--- config.mk ---
export PLATFORM = sky130hd
export DESIGN_NAME = dpa_port_ctrl
export DESIGN_NICKNAME = d
export VERILOG_FILES = /design/src/logic/dpa_sync.v /design/src/logic/dpa_port_ctrl.v
export VERILOG_INCLUDE_DIRS = /design/src /design/src/logic
export SDC_FILE = /design/constraint.sdc
export NUM_CORES = 1
export LEC_CHECK = 0
export CORE_ASPECT_RATIO = 1.25
export CORE_MARGIN = 1
export CORE_UTILIZATION = 49
export CTS_CLUSTER_DIAMETER = 200
export DETAILED_ROUTE_END_ITERATION = 10
export DONT_BUFFER_PORTS = 1
export GPL_TIMING_DRIVEN = 0
export PLACE_DENSITY_LB_ADDON = 0.3
export SYNTH_ARGS = -nofsm -noshare
export SYNTH_HDL_FRONTEND = slang
export SYNTH_SLANG_ARGS = --single-unit
--- constraint.sdc ---
create_clock -name clk_i -period 5.9 [get_ports clk_i]
set_clock_uncertainty 0.2 [all_clocks]
set_input_delay 0.295 -clock clk_i [delete_from_list [all_inputs] [get_ports clk_i]]
set_output_delay 0.295 -clock clk_i [all_outputs]
set_load 0.02 [all_outputs]
--- src/logic/dpa_defines.vh ---
`ifndef DPA_DEFINES_VH
`define DPA_DEFINES_VH

// Clock period of clk_i in ns.
`define DPA_CLK_NS 5

// Port timing in ns.
`define DPA_STROBE_AFTER_HOLD_RELEASE_NS 13
`define DPA_TOKEN_UPDATE_GAP_NS 10
`define DPA_TOKEN_WRITE_TO_READ_GAP_NS 5
`define DPA_WRITE_PULSE_NS 12
`define DPA_CROSS_PORT_DATA_DELAY_NS 25

// A read waits two extra cycles for the data synchroniser stages.
`define DPA_RD_SYNC_CYC 2

// Least times round up to whole cycles.
`define DPA_CEIL_CYC(ns) (((ns) + `DPA_CLK_NS - 1) / `DPA_CLK_NS)

// Register byte offsets.
`define DPA_OFS_CTRL 12'h000
`define DPA_OFS_ADDR 12'h004
`define DPA_OFS_WDATA 12'h008
`define DPA_OFS_RDATA 12'h00C
`define DPA_OFS_STATUS 12'h010

// Control register fields.
`define DPA_CTRL_START 0
`define DPA_CTRL_OP_LO 1
`define DPA_CTRL_OP_HI 2
`define DPA_CTRL_ROLE 4
`define DPA_ROLE_RST 1'b1

// Operation codes.
`define DPA_OP_MEM_RD 2'h0
`define DPA_OP_MEM_WR 2'h1
`define DPA_OP_TOK_RD 2'h2
`define DPA_OP_TOK_WR 2'h3

// Status register fields.
`define DPA_ST_ACTIVE 0
`define DPA_ST_DONE 1
`define DPA_ST_HOLD 2
`define DPA_ST_MAILBOX 3

// Token latches are picked by the lowest address lines.
`define DPA_TOK_AW 3

`endif

--- src/logic/dpa_sync.v ---
module dpa_sync #(
  parameter W = 1,
  parameter [W-1:0] RST_VAL = {W{1'b0}}
) (
  input wire clk_i, // Clock.
  input wire rst_i, // Async reset, active high.
  input wire [W-1:0] d_i, // Asynchronous input.
  output wire [W-1:0] q_o // Synchronised output.
);
  reg [W-1:0] meta_ff;
  reg [W-1:0] sync_ff;

  // The first stage feeds the second stage only.
  always @(posedge clk_i or posedge rst_i) begin
    if (rst_i) begin
      meta_ff <= RST_VAL;
      sync_ff <= RST_VAL;
    end else begin
      meta_ff <= d_i;
      sync_ff <= meta_ff;
    end
  end

  assign q_o = sync_ff;
endmodule // dpa_sync

--- src/logic/dpa_port_ctrl.v ---
// Functional notes
// - A write happens while select and write strobe are low; rising edge ends it.
// - Write strobe stays high whenever this controller changes the address lines.
// - Memory access uses chip select low; token access uses token select low.
// - A held write keeps its strobe low at least 13 ns after hold rises.
// - After a token write, keep token select high 10 ns before verifying read.
// - Allow 5 ns between a token write end and the verifying read.
`include "dpa_defines.vh"
module dpa_port_ctrl #(
  parameter AW = 12,
  parameter DW = 9,
  parameter PULSE_NS = `DPA_WRITE_PULSE_NS,
  parameter ACCESS_NS = `DPA_CROSS_PORT_DATA_DELAY_NS
) (
  input wire clk_i, // Clock, 200 MHz.
  input wire rst_i, // Async reset, active high.
  input wire psel_i, // APB select.
  input wire penable_i, // APB enable.
  input wire pwrite_i, // APB direction, high for write.
  input wire [11:0] paddr_i, // APB byte address.
  input wire [31:0] pwdata_i, // APB write data.
  output wire [31:0] prdata_o, // APB read data.
  output wire pready_o, // APB ready, always high.
  output wire pslverr_o, // APB error on unmapped address.
  output reg [AW-1:0] mem_addr_o, // Address lines to the memory port.
  output reg mem_ce_n_o, // Chip select, active low.
  output reg mem_tok_n_o, // Token latch select, active low.
  output reg mem_rw_n_o, // Write strobe, low for write.
  output reg mem_oe_n_o, // Output enable, active low.
  output reg [DW-1:0] mem_data_o, // Data driven to the port.
  output reg mem_data_oe_o, // High while this side drives the data pins.
  input wire [DW-1:0] mem_data_i, // Data pins as seen.
  input wire mem_hold_n_i, // Hold line from the port, active low.
  input wire mem_mailbox_n_i, // Mailbox flag of this port, active low.
  output wire mem_role_o // Role select, high for master.
);
  localparam integer PULSE_CYC = `DPA_CEIL_CYC(PULSE_NS);
  localparam integer RELEASE_CYC = `DPA_CEIL_CYC(`DPA_STROBE_AFTER_HOLD_RELEASE_NS);
  localparam integer WR_CYC = (PULSE_CYC > RELEASE_CYC) ? PULSE_CYC : RELEASE_CYC;
  localparam integer RD_CYC = `DPA_CEIL_CYC(ACCESS_NS) + `DPA_RD_SYNC_CYC;
  localparam integer GAP_A = `DPA_CEIL_CYC(`DPA_TOKEN_UPDATE_GAP_NS);
  localparam integer GAP_B = `DPA_CEIL_CYC(`DPA_TOKEN_WRITE_TO_READ_GAP_NS);
  localparam integer GAP_CYC = (GAP_A > GAP_B) ? GAP_A : GAP_B;
  localparam [7:0] WR_LOAD = WR_CYC[7:0];
  localparam [7:0] RD_LOAD = RD_CYC[7:0];
  localparam [7:0] GAP_LOAD = GAP_CYC[7:0];

  localparam [4:0] S_IDLE = 5'h01;
  localparam [4:0] S_SETUP = 5'h02;
  localparam [4:0] S_ACT = 5'h04;
  localparam [4:0] S_REL = 5'h08;
  localparam [4:0] S_GAP = 5'h10;

  reg [4:0] state_ff, nxt_state;
  reg [7:0] cnt_ff, nxt_cnt;
  reg [1:0] op_ff;
  reg role_ff;
  reg [AW-1:0] addr_ff;
  reg [DW-1:0] wdata_ff;
  reg [DW-1:0] rdata_ff;
  reg done_ff;
  wire [DW-1:0] data_sync;
  wire hold_n_sync;
  wire mailbox_n_sync;

  dpa_sync #(
    .W(DW + 2),
    .RST_VAL({{DW{1'b0}}, 2'b11})
  ) u_sync (
    .clk_i(clk_i),
    .rst_i(rst_i),
    .d_i({mem_data_i, mem_hold_n_i, mem_mailbox_n_i}),
    .q_o({data_sync, hold_n_sync, mailbox_n_sync})
  );

  function is_write;
    input [1:0] op;
    begin
      is_write = (op == `DPA_OP_MEM_WR) || (op == `DPA_OP_TOK_WR);
    end
  endfunction

  function is_token;
    input [1:0] op;
    begin
      is_token = (op == `DPA_OP_TOK_RD) || (op == `DPA_OP_TOK_WR);
    end
  endfunction

  wire wr_en = psel_i & penable_i & pwrite_i;
  wire idle = state_ff[0];
  wire start = wr_en && (paddr_i == `DPA_OFS_CTRL) && pwdata_i[`DPA_CTRL_START] && idle;
  wire [1:0] start_op = pwdata_i[`DPA_CTRL_OP_HI:`DPA_CTRL_OP_LO];
  wire finish = state_ff[4] && (cnt_ff == 8'h00);
  wire clr_done = wr_en && (paddr_i == `DPA_OFS_STATUS) && pwdata_i[`DPA_ST_DONE];

  // A start while an access runs is ignored; software polls the active bit.
  always @* begin
    nxt_state = state_ff;
    nxt_cnt = cnt_ff;
    case (state_ff)
      S_IDLE: begin
        if (start) begin
          nxt_state = S_SETUP;
        end
      end
      S_SETUP: begin
        nxt_state = S_ACT;
        nxt_cnt = is_write(op_ff) ? WR_LOAD : RD_LOAD;
      end
      S_ACT: begin
        if (!hold_n_sync) begin
          // While held, restart the count so the strobe outlasts the release.
          nxt_cnt = is_write(op_ff) ? WR_LOAD : RD_LOAD;
        end else if (cnt_ff > 8'h01) begin
          nxt_cnt = cnt_ff - 8'h01;
        end else begin
          nxt_state = is_write(op_ff) ? S_REL : S_GAP;
          nxt_cnt = GAP_LOAD;
        end
      end
      S_REL: begin
        nxt_state = S_GAP;
        nxt_cnt = GAP_LOAD;
      end
      S_GAP: begin
        if (cnt_ff != 8'h00) begin
          nxt_cnt = cnt_ff - 8'h01;
        end else begin
          nxt_state = S_IDLE;
        end
      end
      default: begin
        nxt_state = S_IDLE;
        nxt_cnt = 8'h00;
      end
    endcase
  end

  always @(posedge clk_i or posedge rst_i) begin
    if (rst_i) begin
      state_ff <= S_IDLE;
      cnt_ff <= 8'h00;
      op_ff <= `DPA_OP_MEM_RD;
      role_ff <= `DPA_ROLE_RST;
      addr_ff <= {AW{1'b0}};
      wdata_ff <= {DW{1'b0}};
      rdata_ff <= {DW{1'b0}};
      done_ff <= 1'b0;
    end else begin
      state_ff <= nxt_state;
      cnt_ff <= nxt_cnt;
      if (wr_en && (paddr_i == `DPA_OFS_CTRL)) begin
        role_ff <= pwdata_i[`DPA_CTRL_ROLE];
        if (idle) begin
          op_ff <= pwdata_i[`DPA_CTRL_OP_HI:`DPA_CTRL_OP_LO];
        end
      end
      if (wr_en && (paddr_i == `DPA_OFS_ADDR) && idle) begin
        addr_ff <= pwdata_i[AW-1:0];
      end
      if (wr_en && (paddr_i == `DPA_OFS_WDATA) && idle) begin
        wdata_ff <= pwdata_i[DW-1:0];
      end
      // Read data is taken at the end of the access wait, after the cross-port delay.
      if (state_ff[2] && (nxt_state == S_GAP) && !is_write(op_ff)) begin
        rdata_ff <= data_sync;
      end
      // Completion set wins over a software clear in the same cycle.
      if (finish) begin
        done_ff <= 1'b1;
      end else if (clr_done) begin
        done_ff <= 1'b0;
      end
    end
  end

  // Pin drive. Address moves only in idle, with the strobe high.
  always @(posedge clk_i or posedge rst_i) begin
    if (rst_i) begin
      mem_addr_o <= {AW{1'b0}};
      mem_ce_n_o <= 1'b1;
      mem_tok_n_o <= 1'b1;
      mem_rw_n_o <= 1'b1;
      mem_oe_n_o <= 1'b1;
      mem_data_o <= {DW{1'b0}};
      mem_data_oe_o <= 1'b0;
    end else begin
      mem_ce_n_o <= 1'b1;
      mem_tok_n_o <= 1'b1;
      mem_rw_n_o <= 1'b1;
      mem_oe_n_o <= 1'b1;
      mem_data_oe_o <= 1'b0;
      if (nxt_state == S_SETUP) begin
        // The op register loads on this same edge, so the new op is decoded from the bus.
        mem_addr_o <= is_token(start_op) ? {{(AW - `DPA_TOK_AW){1'b0}},
          addr_ff[`DPA_TOK_AW-1:0]} : addr_ff;
        mem_data_o <= is_token(start_op) ? {{(DW - 1){1'b0}}, wdata_ff[0]} : wdata_ff;
      end
      if (nxt_state == S_ACT) begin
        mem_ce_n_o <= is_token(op_ff);
        mem_tok_n_o <= ~is_token(op_ff);
        mem_rw_n_o <= ~is_write(op_ff);
        mem_oe_n_o <= is_write(op_ff);
        mem_data_oe_o <= is_write(op_ff);
      end
      // Strobe rises first while select and data stay, so data holds past the edge.
      if (nxt_state == S_REL) begin
        mem_ce_n_o <= is_token(op_ff);
        mem_tok_n_o <= ~is_token(op_ff);
        mem_data_oe_o <= 1'b1;
      end
    end
  end

  assign mem_role_o = role_ff;

  reg [31:0] rd_mux;
  reg rd_err;
  always @* begin
    rd_mux = 32'h0000_0000;
    rd_err = 1'b0;
    case (paddr_i)
      `DPA_OFS_CTRL: begin
        rd_mux[`DPA_CTRL_OP_HI:`DPA_CTRL_OP_LO] = op_ff;
        rd_mux[`DPA_CTRL_ROLE] = role_ff;
      end
      `DPA_OFS_ADDR: rd_mux[AW-1:0] = addr_ff;
      `DPA_OFS_WDATA: rd_mux[DW-1:0] = wdata_ff;
      `DPA_OFS_RDATA: rd_mux[DW-1:0] = rdata_ff;
      `DPA_OFS_STATUS: begin
        rd_mux[`DPA_ST_ACTIVE] = ~idle;
        rd_mux[`DPA_ST_DONE] = done_ff;
        rd_mux[`DPA_ST_HOLD] = ~hold_n_sync;
        rd_mux[`DPA_ST_MAILBOX] = ~mailbox_n_sync;
      end
      default: rd_err = 1'b1;
    endcase
  end

  assign prdata_o = (psel_i && !pwrite_i) ? rd_mux : 32'h0000_0000;
  assign pready_o = 1'b1;
  assign pslverr_o = psel_i & penable_i & rd_err;
endmodule // dpa_port_ctrl

==> summary.md <==
| Metric | Value |
|---|---|
| DRT Wirelength | 9.13 mm |
| Cells after Synth | 341 |
| Post-synth top cells | dfrtp_1 (85), mux2_1 (45), buf_4 (23), nor2b_1 (20) |
| Syn_area_per_cell | 12.9 um2 |
| Drt wl/cell | 17.5 um |
| YS warnings | 0 |
| Slew @ Worst Pin | 0.772 ns |
| CP max FO | 10 |
| Yosys cell types | 58 |
| CTS sink cnt | 95 |
| Post-synth EDFFs | 0 |
| Top cell type's share of synthesized area | 48.5% |
| Endpoints failing setup | 0 |
| Mapped Area | 4380 um2 |
| Yosys top cell by area | dfrtp_1 |
| Total CTS buffers | 9 |
| HP Class | in2reg |
| FMAX | 412 MHz |
| #FFs+latches synth | 95 |
| Initial core utilization | 50.4% |
| Routed vias | 2708 |
| Placed inst area | 4630 um2 |
| CTS tree | built |
| Final Hold Fails | 0 |
| Largest net degree at the start of global routing | 55 |
| Clock buffer depth | 2 |
| Asr flop ratio synth | 100% |
| Antenna cells | 0 |
| Die Ht | 108 um |
| Nets | 461 |
| Most frequent cell after synthesis | dfrtp_1 |
| LEAKAGE | 2.48 nW |
| Largest stage delay, worst path | 0.64 ns |
| Critical Path Start Type | register |
| Max-cap violations | 0 |
| Share of cells above drive strength 1 | 21.1% |
| DRT antenna net count | 0 |
| Rows | 38 |
| Area growth syn-to-layout | 17.1% |
| Initial antenna violation count | 0 |
| Die Area | 9330 um2 |
| Status | finished, final reports clean |
| Clock transition at path regs | 0.10 ns |
| Core area | 8700 um2 |
| First-pass GRT wire length | 14.5 mm |
| RSZ-0062 raised after global routing | no |
| Die extent in x | 86.6 um |
| Remaining DRCs | 0 |
| First-pass detailed-route iteration total | 4 |
| Post-route cell area | 5130 um2 |
| Detailed Place HPWL | 6.33 mm |
| Max_slew headroom | 48.4% |
| Layout Utilization | 59.0% |
| # port buffers | 0 |
| Vias per inst | 5.18 |
| Top_reg_cell synth | dfrtp_1 |
| Min Clock Period, post-route | 2.43 ns |
| Worst EP required | 5.97 ns |
| Ranking of synthesized cells by area | dfrtp_1 (49%), mux2_1 (12%), dfstp_2 (6.0%) |
| I/O pin total | 121 |
| DRT iter0 DRCs | 88 |
| H-tree depth | 3 |
| GRT overflow | 0 |
| Worst-skew pair later-pin latency | 0.38 ns |
| WP data arrival | 2.50 ns |
| Post-route setup TNS | 0 ns |
| Max rail drop VDD | 0.193 mV |
| Cell Chain, Critical Path | nor4_4, o2111ai_4, nor3_4, mux2_4 |
| Endpoint type of the worst setup path | register |
| Gr usage total | 21.3% |
| Cell area power density | 240 nW/um2 |
| Vias in the first global route | 2870 |
| Tcrit/Tclk final | 41.2% |
| Seq/Total Area, Yosys | 54.5% |
| Crit Path Class | reg2reg |
| RD Place Congestion | 0.818 |
| Final Max Tran Viols | 0 |
| Critical Path Slowest Stage Cell | nor3_4 |
| Clock root buffer | clkbuf_8 |
[power breakdown]
part           leakage [nW]  switching [W]  internal (W)
Clock                 0.121       0.000236      0.000266
Sequential             1.25     0.00000291      0.000660
Combinational          1.12      0.0000401     0.0000279
Total                  2.48       0.000279      0.000953
[per-stage QoR]
step / total power [W] / instances / setup slack, ns / hold WS, ns
after global routing: 0.00127 / 523 / 3.33 / 0.0316
after CTS: 0.00124 / 523 / 3.44 / 0.0101
final: 0.00123 / 523 / 3.47 / 0.0164
after global placement: 0.000726 / 480 / 1.97 / 0.0995
after detailed placement: 0.000729 / 481 / 3.47 / 0.0580
after floorplan: 0.000718 / 360 / 2.94 / 0.0995
[cells in the final DEF (no fill, tap or decap), types with 3 or more instances in the layout]
cell type and instances:
o21ai_1 4, a21oi_1 5, conb_1 21, nand2b_1 6, clkbuf_1 7, dfrtp_1 85
nor2b_1 20, mux4_2 3, and3_1 3, mux2_1 45, nor3_1 4, mux2_2 7
inv_1 6, a22oi_1 8, clkbuf_8 11, ha_1 3, dfstp_2 10, o22ai_1 3
buf_4 23, nand3_1 5, nor2_1 17, nand2_1 17, dlygate4sd3_1 26, mux2_4 9
[layer usage]
| metal | vias to the layer above | global-route usage [%] | routed length, um |
|---|---|---|---|
| li1 | 1273 | - | - |
| met1 | 1345 | 26.1 | 3880 |
| met2 | 72 | 35.0 | 4580 |
| met3 | 18 | 5.60 | 469 |
| met4 | 0 | 9.88 | 199 |
| met5 | - | 0 | 0 |
[final cells by class]
cell class,instances,area [um2]
Tap cell,120,150
Clock buffer,11,151
Buffer,34,231
Sequential cell,95,2390
Multi-Input combinational cell,224,1810
Inverter,7,28.8
Timing Repair Buffer,27,288
Clock inverter,5,86.3
Fill cell,726,3570
[final timing paths]
path,depth (start not counted),slack (ns),end,startpoint
max,4,3.47,rdata_ff[7],cnt_ff[4]
min,2,0.02,state_ff[1],paddr_i[2]
max reg2reg,4,3.47,rdata_ff[7],cnt_ff[4]
min reg2reg,0,0.15,u_sync.q_o[7],u_sync.meta_ff[7]
max in group asynchronous,3,4.55,mem_role_o,rst_i
min in group asynchronous,2,0.24,u_sync.meta_ff[3],rst_i
[timing repair]
action,in CTS,in global routing
hold endpoints to repair,73,0
gates resized for setup,0,0
setup buffers,0,0
hold buffers,26,0
[registers in the layout, indices dropped and copies added, names as in the netlist, 2 cells and up]
name and cells:
addr_ff 12, cnt_ff 8, mem_addr_o 12, mem_data_o 9, op_ff 2, rdata_ff 9, state_ff 5, u_sync.meta_ff 11
u_sync.q_o 11, wdata_ff 9
[logic make-up (layout without fill, tap and decap cells)]
kind of cell | Yosys count | in the layout | share of synthesized area (%)
XOR/XNOR | 1 | 1 | 0.200
AO/OA/AOI/OAI | 39 | 39 | 6.71
adder cells (fa/ha/maj) | 3 | 3 | 0.857
flip-flops | 95 | 95 | 54.5
multiplexers | 64 | 64 | 18.0
other | 2 | 21 | 0.171
buffers and inverters | 41 | 84 | 5.88
AND/OR/NAND/NOR | 96 | 96 | 13.7
[critical path, delay by kind of cell (launching register included)]
family          cells  cell delay, ns
mux                 1            0.36
flops               1            0.45
simple gates        2            1.07
compound gates      1            0.23
Power figures use the tool's default switching activity.
